`src/common/sotrip_defs.svh`:
```
// constants for the stub overcurrent trip block
`ifndef SOTRIP_DEFS_SVH
`define SOTRIP_DEFS_SVH

// register byte offsets
`define SOT_OFS_CTRL       12'h000
`define SOT_OFS_THRESH     12'h004
`define SOT_OFS_DELAY      12'h008
`define SOT_OFS_STATUS     12'h00c
`define SOT_OFS_IRQ_STAT   12'h010
`define SOT_OFS_IRQ_EN     12'h014
`define SOT_OFS_IRQ_CLR    12'h018

// control fields
`define SOT_CTRL_OP_BIT    0

// reset values
`define SOT_RST_OP         1'b0
`define SOT_RST_THRESH_PCT 9'd50
`define SOT_RST_DELAY_MS   16'd100

// setting limits
`define SOT_THRESH_MIN_PCT 9'd10
`define SOT_THRESH_MAX_PCT 9'd400
`define SOT_DELAY_MAX_MS   16'd60000

// timing: 1 ms tick at 20 MHz
`define SOT_CLK_HZ         20000000
`define SOT_TICK_NS        1000000
`define SOT_CLK_NS         50
`define SOT_CYC_PER_MS     (`SOT_TICK_NS / `SOT_CLK_NS)

// interrupt bits
`define SOT_IRQ_START      0
`define SOT_IRQ_TRIP       1
`define SOT_IRQ_W          2

`endif

```
`src/common/sotrip_pkg.sv`:
```
// types for the stub overcurrent trip block
package sotrip_pkg;
    typedef enum logic [1:0] {
        SOT_IDLE  = 2'b00,
        SOT_TIMING = 2'b01,
        SOT_TRIP  = 2'b11
    } sotrip_state_e;

    typedef enum logic [1:0] {
        SOT_AXI_RESP_OKAY   = 2'b00,
        SOT_AXI_RESP_SLVERR = 2'b10
    } sotrip_resp_e;
endpackage : sotrip_pkg

```
`src/hw/sotrip_top.sv`:
```
// stub overcurrent trip logic with axi4-lite settings access
//
// Summary of operation
// - decide from fundamental magnitudes and binary inputs
// - phase starts when magnitude exceeds percent threshold
// - one start flag per phase
// - general start is or of phases
// - start plus activate runs delay, then trip
// - trip only after delay timer expires
// - disable input suppresses starts and trip
// - operation setting off or on, default off
// - delay 0 to 60000 ms, default 100
`timescale 1ns/1ps
`default_nettype none
`include "sotrip_defs.svh"

module sotrip_top
    import sotrip_pkg::*;
#(
    parameter int MAG_W       = 16,
    parameter int CYC_PER_MS  = `SOT_CYC_PER_MS
)(
    input  wire logic             aclk,
    input  wire logic             aresetn,
    // fundamental magnitudes, one per phase, same clock domain
    input  wire logic [MAG_W-1:0] phase1_mag,
    input  wire logic [MAG_W-1:0] phase2_mag,
    input  wire logic [MAG_W-1:0] phase3_mag,
    input  wire logic [MAG_W-1:0] nominal_mag,
    // binary status pins
    input  wire logic             function_disable_in,
    input  wire logic             breaker_open_in,
    // protection outputs
    output logic                  phase1_start_flag,
    output logic                  phase2_start_flag,
    output logic                  phase3_start_flag,
    output logic                  any_phase_start,
    output logic                  stub_trip_out,
    output logic                  irq,
    // axi4-lite slave
    input  wire logic [11:0]      s_axi_awaddr,
    input  wire logic             s_axi_awvalid,
    output logic                  s_axi_awready,
    input  wire logic [31:0]      s_axi_wdata,
    input  wire logic [3:0]       s_axi_wstrb,
    input  wire logic             s_axi_wvalid,
    output logic                  s_axi_wready,
    output logic [1:0]            s_axi_bresp,
    output logic                  s_axi_bvalid,
    input  wire logic             s_axi_bready,
    input  wire logic [11:0]      s_axi_araddr,
    input  wire logic             s_axi_arvalid,
    output logic                  s_axi_arready,
    output logic [31:0]           s_axi_rdata,
    output logic [1:0]            s_axi_rresp,
    output logic                  s_axi_rvalid,
    input  wire logic             s_axi_rready
);

    // refuse parameter values that the datapath widths cannot serve
    if (MAG_W < 8 || MAG_W > 22 || CYC_PER_MS < 1 || CYC_PER_MS > 65535)
    begin : g_bad_params
        $error("sotrip_top: unsupported parameter values");
    end

    // ----------------------------------------------------------------
    // pin synchronisers
    // ----------------------------------------------------------------
    logic [1:0] dis_sync_q, dis_sync_d;
    logic [1:0] open_sync_q, open_sync_d;

    // two-stage synchronisers for the status pins
    always_comb
    begin
        dis_sync_d  = {dis_sync_q[0], function_disable_in};
        open_sync_d = {open_sync_q[0], breaker_open_in};
    end

    always_ff @(posedge aclk)
    begin
        if (!aresetn)
        begin
            dis_sync_q  <= 2'b00;
            open_sync_q <= 2'b00;
        end
        else
        begin
            dis_sync_q  <= dis_sync_d;
            open_sync_q <= open_sync_d;
        end
    end

    // ----------------------------------------------------------------
    // settings registers
    // ----------------------------------------------------------------
    logic        op_on_q, op_on_d;
    logic [8:0]  thresh_q, thresh_d;
    logic [15:0] delay_q, delay_d;
    logic [`SOT_IRQ_W-1:0] irq_stat_q, irq_stat_d;
    logic [`SOT_IRQ_W-1:0] irq_en_q, irq_en_d;

    // ----------------------------------------------------------------
    // start detection
    // ----------------------------------------------------------------
    logic [2:0]       start_raw;
    logic [MAG_W-1:0] mag [3];
    logic             enabled;
    logic [MAG_W+8:0] lim_scaled;

    assign mag[0]     = phase1_mag;
    assign mag[1]     = phase2_mag;
    assign mag[2]     = phase3_mag;
    assign enabled    = op_on_q && !dis_sync_q[1];
    assign lim_scaled = (MAG_W+9)'(nominal_mag) * (MAG_W+9)'(thresh_q);

    // per-phase compare: mag*100 > nominal*pct
    genvar g;
    generate
        for (g = 0; g < 3; g++)
        begin : g_phase
            logic [MAG_W+8:0] mag_scaled;
            assign mag_scaled   = (MAG_W+9)'(mag[g]) * (MAG_W+9)'(100);
            assign start_raw[g] = enabled && (mag_scaled > lim_scaled);
        end
    endgenerate

    // ----------------------------------------------------------------
    // definite-time delay and trip
    // ----------------------------------------------------------------
    sotrip_state_e st_q, st_d;
    logic [15:0]   ms_q, ms_d;
    logic [15:0]   tick_q, tick_d;
    logic          any_raw, arm;
    logic [2:0]    start_d;
    logic          gen_d, trip_d;

    assign any_raw = |start_raw;
    assign arm     = any_raw && open_sync_q[1];

    // delay timer, counting whole milliseconds of armed time
    always_comb
    begin
        st_d   = st_q;
        ms_d   = ms_q;
        tick_d = tick_q;
        unique case (st_q)
            SOT_IDLE:
            begin
                ms_d   = 16'h0000;
                tick_d = 16'h0000;
                if (arm)
                    st_d = (delay_q == 16'h0000) ? SOT_TRIP : SOT_TIMING;
            end
            SOT_TIMING:
            begin
                if (!arm)
                    st_d = SOT_IDLE;
                else if (tick_q == 16'(CYC_PER_MS - 1))
                begin
                    tick_d = 16'h0000;
                    ms_d   = ms_q + 16'h0001;
                    if (ms_q + 16'h0001 >= delay_q)
                        st_d = SOT_TRIP;
                end
                else
                    tick_d = tick_q + 16'h0001;
            end
            SOT_TRIP:
            begin
                if (!arm)
                    st_d = SOT_IDLE;
            end
            default: st_d = SOT_IDLE;
        endcase
        start_d = start_raw;
        gen_d   = any_raw;
        trip_d  = (st_d == SOT_TRIP);
    end

    always_ff @(posedge aclk)
    begin
        if (!aresetn)
        begin
            st_q              <= SOT_IDLE;
            ms_q              <= 16'h0000;
            tick_q            <= 16'h0000;
            phase1_start_flag <= 1'b0;
            phase2_start_flag <= 1'b0;
            phase3_start_flag <= 1'b0;
            any_phase_start   <= 1'b0;
            stub_trip_out     <= 1'b0;
        end
        else
        begin
            st_q              <= st_d;
            ms_q              <= ms_d;
            tick_q            <= tick_d;
            phase1_start_flag <= start_d[0];
            phase2_start_flag <= start_d[1];
            phase3_start_flag <= start_d[2];
            any_phase_start   <= gen_d;
            stub_trip_out     <= trip_d;
        end
    end

    // ----------------------------------------------------------------
    // axi4-lite slave
    // ----------------------------------------------------------------
    logic        aw_have_q, aw_have_d;
    logic        w_have_q, w_have_d;
    logic [11:0] aw_addr_q, aw_addr_d;
    logic [31:0] w_data_q, w_data_d;
    logic [3:0]  w_strb_q, w_strb_d;
    logic        bvalid_q, bvalid_d;
    logic [1:0]  bresp_q, bresp_d;
    logic        rvalid_q, rvalid_d;
    logic [31:0] rdata_q, rdata_d;
    logic [1:0]  rresp_q, rresp_d;
    logic        do_wr;
    logic [31:0] wmask, wr_val, rd_val;
    logic        wr_ok, rd_ok, trip_rise, start_rise;
    logic        awready_q, awready_d, wready_q, wready_d, arready_q, arready_d;

    assign do_wr = aw_have_q && w_have_q && !bvalid_q;
    assign wmask = {{8{w_strb_q[3]}}, {8{w_strb_q[2]}}, {8{w_strb_q[1]}}, {8{w_strb_q[0]}}};

    // irq events: rising start and rising trip
    assign start_rise = gen_d && !any_phase_start;
    assign trip_rise  = trip_d && !stub_trip_out;

    // write path, settings and interrupt registers
    always_comb
    begin
        aw_have_d  = aw_have_q;
        w_have_d   = w_have_q;
        aw_addr_d  = aw_addr_q;
        w_data_d   = w_data_q;
        w_strb_d   = w_strb_q;
        bvalid_d   = bvalid_q;
        bresp_d    = bresp_q;
        op_on_d    = op_on_q;
        thresh_d   = thresh_q;
        delay_d    = delay_q;
        irq_en_d   = irq_en_q;
        irq_stat_d = irq_stat_q;
        wr_ok      = 1'b0;
        wr_val     = 32'h0000_0000;
        if (s_axi_awvalid && !aw_have_q)
        begin
            aw_have_d = 1'b1;
            aw_addr_d = s_axi_awaddr;
        end
        if (s_axi_wvalid && !w_have_q)
        begin
            w_have_d = 1'b1;
            w_data_d = s_axi_wdata;
            w_strb_d = s_axi_wstrb;
        end
        if (do_wr)
        begin
            aw_have_d = 1'b0;
            w_have_d  = 1'b0;
            bvalid_d  = 1'b1;
            wr_ok     = 1'b1;
            unique case (aw_addr_q)
                `SOT_OFS_CTRL:
                begin
                    wr_val  = ({31'h0, op_on_q} & ~wmask) | (w_data_q & wmask);
                    op_on_d = wr_val[`SOT_CTRL_OP_BIT];
                end
                `SOT_OFS_THRESH:
                begin
                    wr_val = ({23'h0, thresh_q} & ~wmask) | (w_data_q & wmask);
                    if (wr_val[8:0] >= `SOT_THRESH_MIN_PCT
                        && wr_val[8:0] <= `SOT_THRESH_MAX_PCT && wr_val[31:9] == 23'h0)
                        thresh_d = wr_val[8:0];
                    else
                        wr_ok = 1'b0;
                end
                `SOT_OFS_DELAY:
                begin
                    wr_val = ({16'h0, delay_q} & ~wmask) | (w_data_q & wmask);
                    if (wr_val[15:0] <= `SOT_DELAY_MAX_MS && wr_val[31:16] == 16'h0)
                        delay_d = wr_val[15:0];
                    else
                        wr_ok = 1'b0;
                end
                `SOT_OFS_IRQ_EN:  irq_en_d = w_data_q[`SOT_IRQ_W-1:0] & wmask[`SOT_IRQ_W-1:0];
                `SOT_OFS_IRQ_CLR: irq_stat_d = irq_stat_q & ~(w_data_q[`SOT_IRQ_W-1:0]
                                                              & wmask[`SOT_IRQ_W-1:0]);
                default:          wr_ok = 1'b0;
            endcase
            bresp_d = wr_ok ? SOT_AXI_RESP_OKAY : SOT_AXI_RESP_SLVERR;
        end
        else if (bvalid_q && s_axi_bready)
            bvalid_d = 1'b0;
        // set wins over a clear in the same cycle
        irq_stat_d[`SOT_IRQ_START] = irq_stat_d[`SOT_IRQ_START] | start_rise;
        irq_stat_d[`SOT_IRQ_TRIP]  = irq_stat_d[`SOT_IRQ_TRIP] | trip_rise;
        // ready flags are registered so the bus sees flip-flop outputs
        awready_d = !aw_have_d;
        wready_d  = !w_have_d;
    end

    // read path
    always_comb
    begin
        rvalid_d = rvalid_q;
        rdata_d  = rdata_q;
        rresp_d  = rresp_q;
        rd_ok    = 1'b1;
        rd_val   = 32'h0000_0000;
        unique case (s_axi_araddr)
            `SOT_OFS_CTRL:     rd_val = {31'h0, op_on_q};
            `SOT_OFS_THRESH:   rd_val = {23'h0, thresh_q};
            `SOT_OFS_DELAY:    rd_val = {16'h0, delay_q};
            `SOT_OFS_STATUS:   rd_val = {26'h0, dis_sync_q[1], open_sync_q[1], stub_trip_out,
                                         phase3_start_flag, phase2_start_flag,
                                         phase1_start_flag};
            `SOT_OFS_IRQ_STAT: rd_val = {30'h0, irq_stat_q};
            `SOT_OFS_IRQ_EN:   rd_val = {30'h0, irq_en_q};
            `SOT_OFS_IRQ_CLR:  rd_val = 32'h0000_0000;
            default:           rd_ok  = 1'b0;
        endcase
        if (s_axi_arvalid && !rvalid_q)
        begin
            rvalid_d = 1'b1;
            rdata_d  = rd_val;
            rresp_d  = rd_ok ? SOT_AXI_RESP_OKAY : SOT_AXI_RESP_SLVERR;
        end
        else if (rvalid_q && s_axi_rready)
            rvalid_d = 1'b0;
        arready_d = !rvalid_d;
    end

    always_ff @(posedge aclk)
    begin
        if (!aresetn)
        begin
            aw_have_q  <= 1'b0;
            w_have_q   <= 1'b0;
            aw_addr_q  <= 12'h000;
            w_data_q   <= 32'h0000_0000;
            w_strb_q   <= 4'h0;
            bvalid_q   <= 1'b0;
            bresp_q    <= 2'b00;
            rvalid_q   <= 1'b0;
            rdata_q    <= 32'h0000_0000;
            rresp_q    <= 2'b00;
            op_on_q    <= `SOT_RST_OP;
            thresh_q   <= `SOT_RST_THRESH_PCT;
            delay_q    <= `SOT_RST_DELAY_MS;
            irq_stat_q <= 2'b00;
            irq_en_q   <= 2'b00;
            irq        <= 1'b0;
            awready_q  <= 1'b1;
            wready_q   <= 1'b1;
            arready_q  <= 1'b1;
        end
        else
        begin
            aw_have_q  <= aw_have_d;
            w_have_q   <= w_have_d;
            aw_addr_q  <= aw_addr_d;
            w_data_q   <= w_data_d;
            w_strb_q   <= w_strb_d;
            bvalid_q   <= bvalid_d;
            bresp_q    <= bresp_d;
            rvalid_q   <= rvalid_d;
            rdata_q    <= rdata_d;
            rresp_q    <= rresp_d;
            op_on_q    <= op_on_d;
            thresh_q   <= thresh_d;
            delay_q    <= delay_d;
            irq_stat_q <= irq_stat_d;
            irq_en_q   <= irq_en_d;
            irq        <= |(irq_stat_d & irq_en_d);
            awready_q  <= awready_d;
            wready_q   <= wready_d;
            arready_q  <= arready_d;
        end
    end

    assign s_axi_awready = awready_q;
    assign s_axi_wready  = wready_q;
    assign s_axi_bvalid  = bvalid_q;
    assign s_axi_bresp   = bresp_q;
    assign s_axi_arready = arready_q;
    assign s_axi_rvalid  = rvalid_q;
    assign s_axi_rdata   = rdata_q;
    assign s_axi_rresp   = rresp_q;

endmodule : sotrip_top
`default_nettype wire

```
`config.mk`:
```
export PLATFORM = sky130hd
export DESIGN_NAME = sotrip_top
export DESIGN_NICKNAME = d
export VERILOG_FILES = /design/src/common/sotrip_pkg.sv /design/src/hw/sotrip_top.sv
export VERILOG_INCLUDE_DIRS = /design/src /design/src/common
export SDC_FILE = /design/constraint.sdc
export NUM_CORES = 1
export LEC_CHECK = 0
export BUFFER_PORTS_ARGS = -buffer_cell sky130_fd_sc_hd__buf_4
export CORE_MARGIN = 8
export CORE_UTILIZATION = 62
export DETAILED_ROUTE_END_ITERATION = 6
export PLACE_DENSITY = 0.85
export SYNTH_ARGS = -nofsm -noshare
export SYNTH_HDL_FRONTEND = slang
export SYNTH_SLANG_ARGS = --single-unit
```
`constraint.sdc`:
```
create_clock -name aclk -period 9.24 [get_ports aclk]
set_clock_uncertainty 0.2 [all_clocks]
set_input_delay 0.924 -clock aclk [delete_from_list [all_inputs] [get_ports aclk]]
set_output_delay 0.924 -clock aclk [all_outputs]
set_load 0.02 [all_outputs]
```
==> results of run 1 <==
## metrics by stage
stage	std cells	instance area, um^2	total power [uW]	utilization [%]	hold WS (ns)
2_1_floorplan	2263	18100	2020	-	0.212
3_5_place_dp	2723	19400	2460	67.7	0.235
4_1_cts	2755	20000	3220	70.0	0.252
5_1_grt	2755	20000	3520	70.0	0.265
6_report	2755	20000	3240	70.0	0.250
3_3_place_gp	2723	19400	2410	67.7	0.225
## final cells by class
cell class                      instances  share of cell area, %
Sequential cell                       147                   14.7
Tap cell                              384                   2.40
Clock inverter                         12                   1.02
Clock buffer                           20                   2.18
Multi-Input combinational cell       1691                   67.1
Timing Repair Buffer                  170                   6.37
Inverter                              331                   6.21
## tightest hold or removal path: cells and delay by family, from the launching register on
family	cells	cell delay, ns
flops	1	0.30
simple gates	1	0.05
compound gates	1	0.05
## cells in the final DEF (no fill, tap or decap), types with 34 or more instances in the layout
cell       n
a21o_1    43
dfxtp_1  147
a21oi_1  159
xnor2_1   46
nor3_1    34
buf_4    170
fa_1     132
and2_1   100
ha_1     271
inv_1    330
nand2_1  292
nand3_1   58
nor2_1   109
o21ai_0   41
## per-layer routing
layer	vias to the layer above	wire length [um]
li1	7747	-
met1	7589	20200
met2	652	21200
met3	114	3530
met4	0	1220
met5	-	0
## registers in the layout (all words and copies together) (netlist names), 4 cells and up, named ones only
name	count
aw_addr_q	12
delay_q	16
ms_q	16
s_axi_rdata	16
thresh_q	9
tick_q	16
w_data_q	32
w_strb_q	4
## final timing paths
path,cells past startpoint,to,slack [ns],from
max reg2reg,24,ms_q[7]$_SDFFE_PN0P_,0.97,thresh_q[2]$_SDFFE_PN0P_
min reg2reg,2,aw_addr_q[11]$_SDFFE_PN0P_,0.25,aw_addr_q[11]$_SDFFE_PN0P_
min,2,aw_addr_q[11]$_SDFFE_PN0P_,0.25,aw_addr_q[11]$_SDFFE_PN0P_
max,24,ms_q[7]$_SDFFE_PN0P_,0.97,thresh_q[2]$_SDFFE_PN0P_
## power groups by stage
| stage | clock (uW) | combinational (uW) | sequential [uW] |
|---|---|---|---|
| final | 758 | 1820 | 666 |
| after global placement | 0 | 1730 | 678 |
| after CTS | 758 | 1800 | 665 |
| after detailed placement | 0 | 1780 | 679 |
| after floorplan | 0 | 1350 | 676 |
| after global routing | 790 | 2060 | 667 |
## cell families after synthesis
kind of cell / count (synthesis)
and+or+nand+nor: 744
buffers and inverters: 425
AOI/OAI and AO/OA: 416
adders and majority gates: 406
DFF: 147
xor gates and xnor gates: 70
muxes: 37
other: 1
==> flow_metrics.tcl, run 1 <==
set metrics [dict create \
    status "completed" \
    cts_buffers 17 \
    antenna_left 0 \
    synth.area.mux_share_pct 2.15 \
    multi_input_area_mm2 0.0134 \
    cts_tree "built" \
    synthTopCellsByArea "ha_1 (19%), dfxtp_1 (16%), fa_1 (15%)" \
    irDropWorstVdd_mv 0.106 \
    crit_slowest_cell "dfxtp_1" \
    grt_max_degree 79 \
    period_share_pct 89.5 \
    drv_slew 0 \
    remaining_drc_errors 0 \
    switchingPower_uw 1340 \
    first_iter_violations 1199 \
    wl_mm 46.1 \
    yosys.area_share.simple_pct 20.1 \
    worstPathRequired_ns 9.38 \
    die_w_um 186 \
    arrival_ns 8.40 \
    place_congestion 0.958 \
    syn_area_mm2 0.0180 \
    cp_slowest_stage_delay_ns 0.89 \
    max-slew-margin-rel_pct 24.7 \
    fmax_mhz 121 \
    track_usage_pct 26.2 \
    hold_class "reg2reg" \
    hold_viol_final 0 \
    hold_buffers 0 \
    wl_per_cell_um 16.7 \
    dr.pass1.iters 7 \
    clk_latency_ns 0.42 \
    synth-async-reset-ratio_pct 0 \
    seqPwrFrac_pct 20.5 \
    fin_ws_ns 0.974 \
    crit_path_cell_trace "nand2_1 -> fa_1 -> inv_1 -> fa_1 -> fa_1 -> inv_1 -> fa_1 -> inv_1 -> ha_1 -> a211o_1 -> o21a_1 -> a22oi_1 -> nand2b_1 -> a21oi_1 -> xor2_1 -> ha_1 -> nor3_1 -> o31ai_1 -> a41oi_1 -> a311o_1 -> o311a_1 -> o211ai_4 -> a21o_1 -> mux2i_1" \
    p_sw_share_pct 41.2 \
    grt_pass1_wl_mm 78.1 \
    synth_compound_area_share_pct 14.9 \
    period_needed_ns 8.27 \
    cts-htree-levels 4 \
    synth_edf_count 0 \
    critPathCaptureType "flip-flop" \
    vias_per_cell 5.84 \
    synth_most_common_cell "inv_1" \
    syn_area_per_cell_um2 8.01 \
    rsz0062_at_grt "no" \
    crit_top_cell "fa_1" \
    fin_setup_tns_ns 0 \
    grt_use_met3_pct 4.87 \
    ff_latch_area_mm2 0.00294 \
    numPortBuffers 161 \
    yosysWarnings 0 \
    cp.buffers_inverters 3 \
    p_int_uw 1910 \
    num_antenna_cells 0 \
    cp-start-kind "flip-flop" \
    clk_pin_slew_ns 0.06 \
    antenna_found_initial 0 \
    synth_xor_area_share_pct 3.41 \
    use_met1_pct 34.2 \
    power_density_mw_per_mm2 162 \
    combPwrFrac_pct 56.1 \
    drive_above_1_share_pct 9.74 \
    yosysTopAreaCell "ha_1" \
    synth_top_family_by_area "adder cells" \
    synth-main-ff-cell "dfxtp_1" \
    die_h_um 186 \
    die_area_mm2 0.0347 \
    setup_viol 0 \
    preCtsSetupSlack_ns 0.931 \
    worst_pin_slew_ns 1.11 \
    max-cap-violations 0 \
    yosysSeqAreaShare_pct 16.4 \
    synth_top_area_share_pct 18.8 \
    nets 2894 \
    synthesis.instances 2246 \
    synthAdderAreaFrac_pct 33.7 \
    synthTopCellsByCount "inv_1 (331), nand2_1 (292), ha_1 (271)" \
    vias 16100 \
    grt_use_met2_pct 43.3 \
    busiest_layer "met2" \
    row_count 62 \
    area_growth_pct 11.3 \
    start_util_pct 62.9 \
    critical_path.max_fanout 19 \
    overflow 0 \
    clkPwrFrac_pct 23.4 \
    criticalPathCategory "reg2reg" \
    ios 180 \
    clk_path_buf_depth 2 \
    coreArea_mm2 0.0286 \
    cts_sinks 147 \
    critical_path.top_delay_family "compound AO/OA/AOI/OAI gates" \
    synth.ff_latch_count 147 \
    grt_pass1_vias 16300 \
    hpwl_mm 37.5 \
    clockRootBuffer "clkbuf_16" \
    cts_setup_buffers 0 \
    synth.distinct_cells 80 \
    p_leak_uw 0.00996 \
    fill_cells 2260 \
    postCtsResizedCells 0 \
]
(Power assumes the default switching activity.)
==> run 2, diff against run 1 <==
RECOVER_POWER = 25   (was unset)
==> flow_metrics.tcl, run 2 (same netlist as run 1, synthesis figures left out) <==
set metrics [dict create \
    layout_commonest_cell "inv_1" \
    cts_sinks 147 \
    ff_latch_area_mm2 0.00294 \
    place_inst 2723 \
    grt_pass1_vias 16300 \
    cts-htree-levels 4 \
    die_h_um 186 \
    hold_path_startpoint "aw_addr_q[11]$_SDFFE_PN0P_" \
    irDropWorstVdd_mv 0.104 \
    fmax_mhz 121 \
    vias_per_cell 5.83 \
    fill_cells 2301 \
    criticalPathCategory "reg2reg" \
    antenna_found_initial 0 \
    worstPathRequired_ns 9.39 \
    fin_setup_tns_ns 0 \
    hold_buffers 0 \
    max-slew-margin-rel_pct -5.91 \
    grt_pass1_wl_mm 78.1 \
    postCtsResizedCells 0 \
    arrival_ns 8.43 \
    numPortBuffers 161 \
    largest_register "w_data_q" \
    critical_path.max_fanout 19 \
    wl_mm 46.0 \
    max-cap-violations 1 \
    setup_viol 0 \
    reg2reg_depth 24 \
    hold_path_depth 2 \
    period_share_pct 89.7 \
    die_w_um 186 \
    coreArea_mm2 0.0286 \
    dr.pass1.iters 7 \
    antenna_left 0 \
    grt_max_degree 79 \
    worst_pin_slew_ns 1.59 \
    wl_per_cell_um 16.7 \
    cts_tree "built" \
    power_density_mw_per_mm2 163 \
    vias 16100 \
    ios 180 \
    p_leak_uw 0.00983 \
    hold_viol_final 0 \
    cp-start-kind "flip-flop" \
    violations "design-rule violations, max-capacitance violations, max-slew violations" \
    r2r_slack_ns 0.95 \
    num_antenna_cells 0 \
    r2r-start "thresh_q[2]$_SDFFE_PN0P_" \
    place_congestion 0.958 \
    period_needed_ns 8.29 \
    r2r-end "ms_q[13]$_SDFFE_PN0P_" \
    layout_common_cells "inv_1 (330), nand2_1 (292), ha_1 (271)" \
    area_growth_pct 10.6 \
    min_delay_worst_endpoint "aw_addr_q[11]$_SDFFE_PN0P_" \
    multi_input_area_mm2 0.0134 \
    drive_above_1_share_pct 8.48 \
    status "complete, but fails checks" \
    die_area_mm2 0.0347 \
    hold_class "reg2reg" \
    remaining_drc_errors 4 \
    clockRootBuffer "clkbuf_16" \
    row_count 62 \
    first_iter_violations 1297 \
    cts_buffers 17 \
    drv_slew 36 \
    largest_reg_flops 32 \
    rsz0062_at_grt "no" \
    fin_cells 2755 \
    clk_pin_slew_ns 0.07 \
    timing.hold.ws_ns 0.250 \
    cts_setup_buffers 0 \
    clk_path_buf_depth 2 \
    start_util_pct 62.9 \
    hpwl_mm 37.5 \
    overflow 0 \
    critPathCaptureType "flip-flop" \
    track_usage_pct 26.2 \
    nets 2894 \
    clk_latency_ns 0.42 \
]
run 2: changes by cell type in the layout (fill, tap and decap cells not counted), sizes merged:
cell and change:
buf -30, clkbuf +30, clkinv -1, clkinvlp +1
run 2: stage by stage:
step | worst slack [ns] | cell area [um^2] | power [uW] | util, %
3_3_place_gp | 1.17 | 19400 | 2410 | 67.7
6_report | 0.954 | 19900 | 3240 | 69.6
5_1_grt | 0.511 | 19900 | 3520 | 69.6
3_5_place_dp | 0.931 | 19400 | 2460 | 67.7
4_1_cts | 1.06 | 20000 | 3220 | 70.0
2_1_floorplan | 2.06 | 18100 | 2020 | -
run 2: worst max-delay path by stage:
stage	cells after the start	slack [ns]	endpoint	from
after floorplan	28	2.06	ms_q[10]$_SDFFE_PN0P_	nominal_mag[1]
after global placement	24	1.17	ms_q[9]$_SDFFE_PN0P_	nominal_mag[2]
after detailed placement	24	0.93	ms_q[13]$_SDFFE_PN0P_	nominal_mag[2]
after CTS	24	1.06	ms_q[13]$_SDFFE_PN0P_	thresh_q[2]$_SDFFE_PN0P_
after global routing	25	0.51	ms_q[13]$_SDFFE_PN0P_	thresh_q[1]$_SDFFE_PN1P_
final	24	0.95	ms_q[13]$_SDFFE_PN0P_	thresh_q[2]$_SDFFE_PN0P_
run 2: area by class of cell:
cell class | count | area share (%)
Tap cell | 384 | 2.41
Clock inverter | 12 | 1.02
Sequential cell | 147 | 14.8
Multi-Input combinational cell | 1691 | 67.5
Timing Repair Buffer | 170 | 5.84
Inverter | 331 | 6.25
Clock buffer | 20 | 2.19
run 2: layer usage:
layer	GRT usage [%]	share of wire [%]	up-vias
li1	-	-	7747
met1	34.2	44	7551
met2	43.3	46	643
met3	4.87	7.7	130
met4	8.71	2.9	0
met5	0	0	-
run 2: critical path: stages, from the launching register on:
cell	delay (ns)
dfxtp_1	0.89
nand2_1	0.21
fa_1	0.60
inv_1	0.06
fa_1	0.48
fa_1	0.53
inv_1	0.07
fa_1	0.52
inv_1	0.05
ha_1	0.35
a211o_1	0.32
o21a_1	0.20
a22oi_1	0.36
nand2b_1	0.10
a21oi_1	0.18
xor2_1	0.40
ha_1	0.24
nor3_1	0.06
o31ai_1	0.25
a41oi_1	0.19
a311o_1	0.37
o311a_1	0.18
o211ai_4	0.47
a21o_1	0.65
mux2i_1	0.27
run 2: power by group:
part,switching (uW),internal (uW)
registers,15.5,650
logic,1040,775
clock network,277,481
==> run 3, diff against run 2 <==
CORE_ASPECT_RATIO = 0.6   (was unset)
==> flow_metrics.tcl, run 3 (same netlist as run 1, synthesis figures left out) <==
set metrics [dict create \
    status "complete, but fails checks" \
    violations "design-rule violations, max-capacitance violations, max-slew violations" \
    max-cap-violations 2 \
    place_congestion 0.992 \
    ff_latch_area_mm2 0.00294 \
    clk_path_buf_depth 2 \
    seqPwrFrac_pct 20.9 \
    grt_max_degree 100 \
    clk_latency_ns 0.43 \
    remaining_drc_errors 29 \
    vias 16400 \
    worstPathRequired_ns 9.39 \
    antenna_found_initial 1 \
    hpwl_mm 40.0 \
    overflow 0 \
    period_needed_ns 8.24 \
    r2r_slack_ns 1.00 \
    numPortBuffers 161 \
    vias_per_cell 5.99 \
    rsz0062_at_grt "no" \
    p_leak_uw 0.00980 \
    switchingPower_uw 1380 \
    cts_sinks 147 \
    die_area_mm2 0.0349 \
    start_util_pct 62.8 \
    critical_path.max_fanout 19 \
    maxUsedRoutingLayer "met4" \
    p_int_uw 1820 \
    irDropWorstVdd_mv 0.154 \
    clk_pin_slew_ns 0.06 \
    cts_setup_buffers 0 \
    fin_ws_ns 1.00 \
    period_share_pct 89.1 \
    met3_length_mm 5.20 \
    multi_input_area_mm2 0.0134 \
    layout_commonest_cell "inv_1" \
    largest_register "w_data_q" \
    preCtsSetupSlack_ns 0.969 \
    ios 180 \
    fin_cells 2747 \
    cts_buffers 17 \
    grt_pass1_wl_mm 79.8 \
    cp-start-kind "flip-flop" \
    setup_viol 0 \
    fill_cells 2297 \
    wl_per_cell_um 17.9 \
    criticalPathCategory "reg2reg" \
    drive_above_1_share_pct 8.48 \
    hold_buffers 0 \
    power_density_mw_per_mm2 161 \
    die_w_um 236 \
    grt_pass1_vias 15800 \
    p_sw_share_pct 43.1 \
    max-slew-margin-rel_pct -195 \
    fin_setup_tns_ns 0 \
    track_usage_pct 27.5 \
    arrival_ns 8.39 \
    die_h_um 148 \
    largest_reg_flops 32 \
    place_inst 2714 \
    cts-htree-levels 4 \
    dr_wl_met2_mm 21.2 \
    fmax_mhz 121 \
    critPathCaptureType "flip-flop" \
    hold_viol_final 0 \
    postCtsResizedCells 0 \
    wl_mm 49.1 \
    drv_slew 136 \
    nets 2894 \
    cts_tree "built" \
    row_count 48 \
    antenna_left 0 \
    first_iter_violations 1730 \
    wl_met1_mm 21.7 \
    clockRootBuffer "clkbuf_16" \
    dr.pass1.iters 7 \
    combPwrFrac_pct 58.1 \
    layout_common_cells "inv_1 (330), nand2_1 (292), ha_1 (271)" \
    coreArea_mm2 0.0286 \
    area_growth_pct 10.2 \
    worst_pin_slew_ns 4.42 \
    timing.hold.ws_ns 0.229 \
    hold_class "reg2reg" \
    clkPwrFrac_pct 21.0 \
]
-- run 3: changes by cell type in the layout (fill, tap and decap cells not counted) --
| cell | before | now |
|---|---|---|
| clkinv_2 | 1 | 2 |
| diode_2 | 0 | 1 |
| and2_0 | 3 | 1 |
| inv_6 | 2 | 3 |
| bufinv_16 | 5 | 1 |
| buf_4 | 140 | 139 |
| clkinvlp_4 | 3 | 2 |
| clkinv_4 | 1 | 2 |
| clkbuf_8 | 0 | 3 |
| and2_1 | 98 | 100 |
-- run 3: layout make-up --
type                            count  share of cell area [%]
Timing Repair Buffer              170                    5.85
Sequential cell                   147                    14.8
Inverter                          331                    6.27
Multi-Input combinational cell   1691                    67.8
Tap cell                          375                    2.37
Antenna cell                        1                  0.0126
Clock buffer                       22                    2.39
Clock inverter                     10                   0.498
-- run 3: metal layers --
| layer | track usage, % | up-vias |
|---|---|---|
| li1 | - | 7741 |
| met3 | 6.13 | 78 |
| met1 | 39.6 | 7822 |
| met4 | 6.10 | 0 |
| met5 | 0 | - |
| met2 | 41.6 | 802 |
-- run 3: power groups by stage --
stage	combinational, uW	clock (uW)	sequential [uW]
6_report	1860	674	669
5_1_grt	2070	706	671
4_1_cts	1820	677	668
3_5_place_dp	1810	0	681
3_3_place_gp	1730	0	680
2_1_floorplan	1350	0	676
-- run 3: path summary, 6_finish.rpt --
kind,from,end,depth (start not counted)
max reg2reg,thresh_q[1]$_SDFFE_PN1P_,ms_q[9]$_SDFFE_PN0P_,24
min reg2reg,open_sync_q[0]$_SDFF_PN0_,open_sync_q[1]$_SDFF_PN0_,1
max,thresh_q[1]$_SDFFE_PN1P_,ms_q[9]$_SDFFE_PN0P_,24
min,open_sync_q[0]$_SDFF_PN0_,open_sync_q[1]$_SDFF_PN0_,1
-- run 3: worst max-delay path, cell delays in order (launching register included) --
cell and delay, ns:
dfxtp_1 0.88, nand2_1 0.20, fa_1 0.57, inv_1 0.07
fa_1 0.48, fa_1 0.50, inv_1 0.06, fa_1 0.52
inv_1 0.04, ha_1 0.36, a211o_1 0.32, o21a_1 0.20
a22oi_1 0.44, nand2b_1 0.11, a21oi_1 0.19, xor2_1 0.44
ha_1 0.25, nor3_1 0.06, o31ai_1 0.20, a41oi_1 0.17
a311o_1 0.38, o311a_1 0.22, o211ai_4 0.33, a21o_1 0.65
mux2i_1 0.28
-- run 3: through the flow --
step                total power [uW]  utilization (%)  area (um^2)
floorplan                       2020                -        18100
detailed placement              2490             67.6        19400
global route                    3450             69.2        19800
finish                          3200             69.2        19800
global placement                2410             67.6        19400
CTS                             3170             69.6        19900
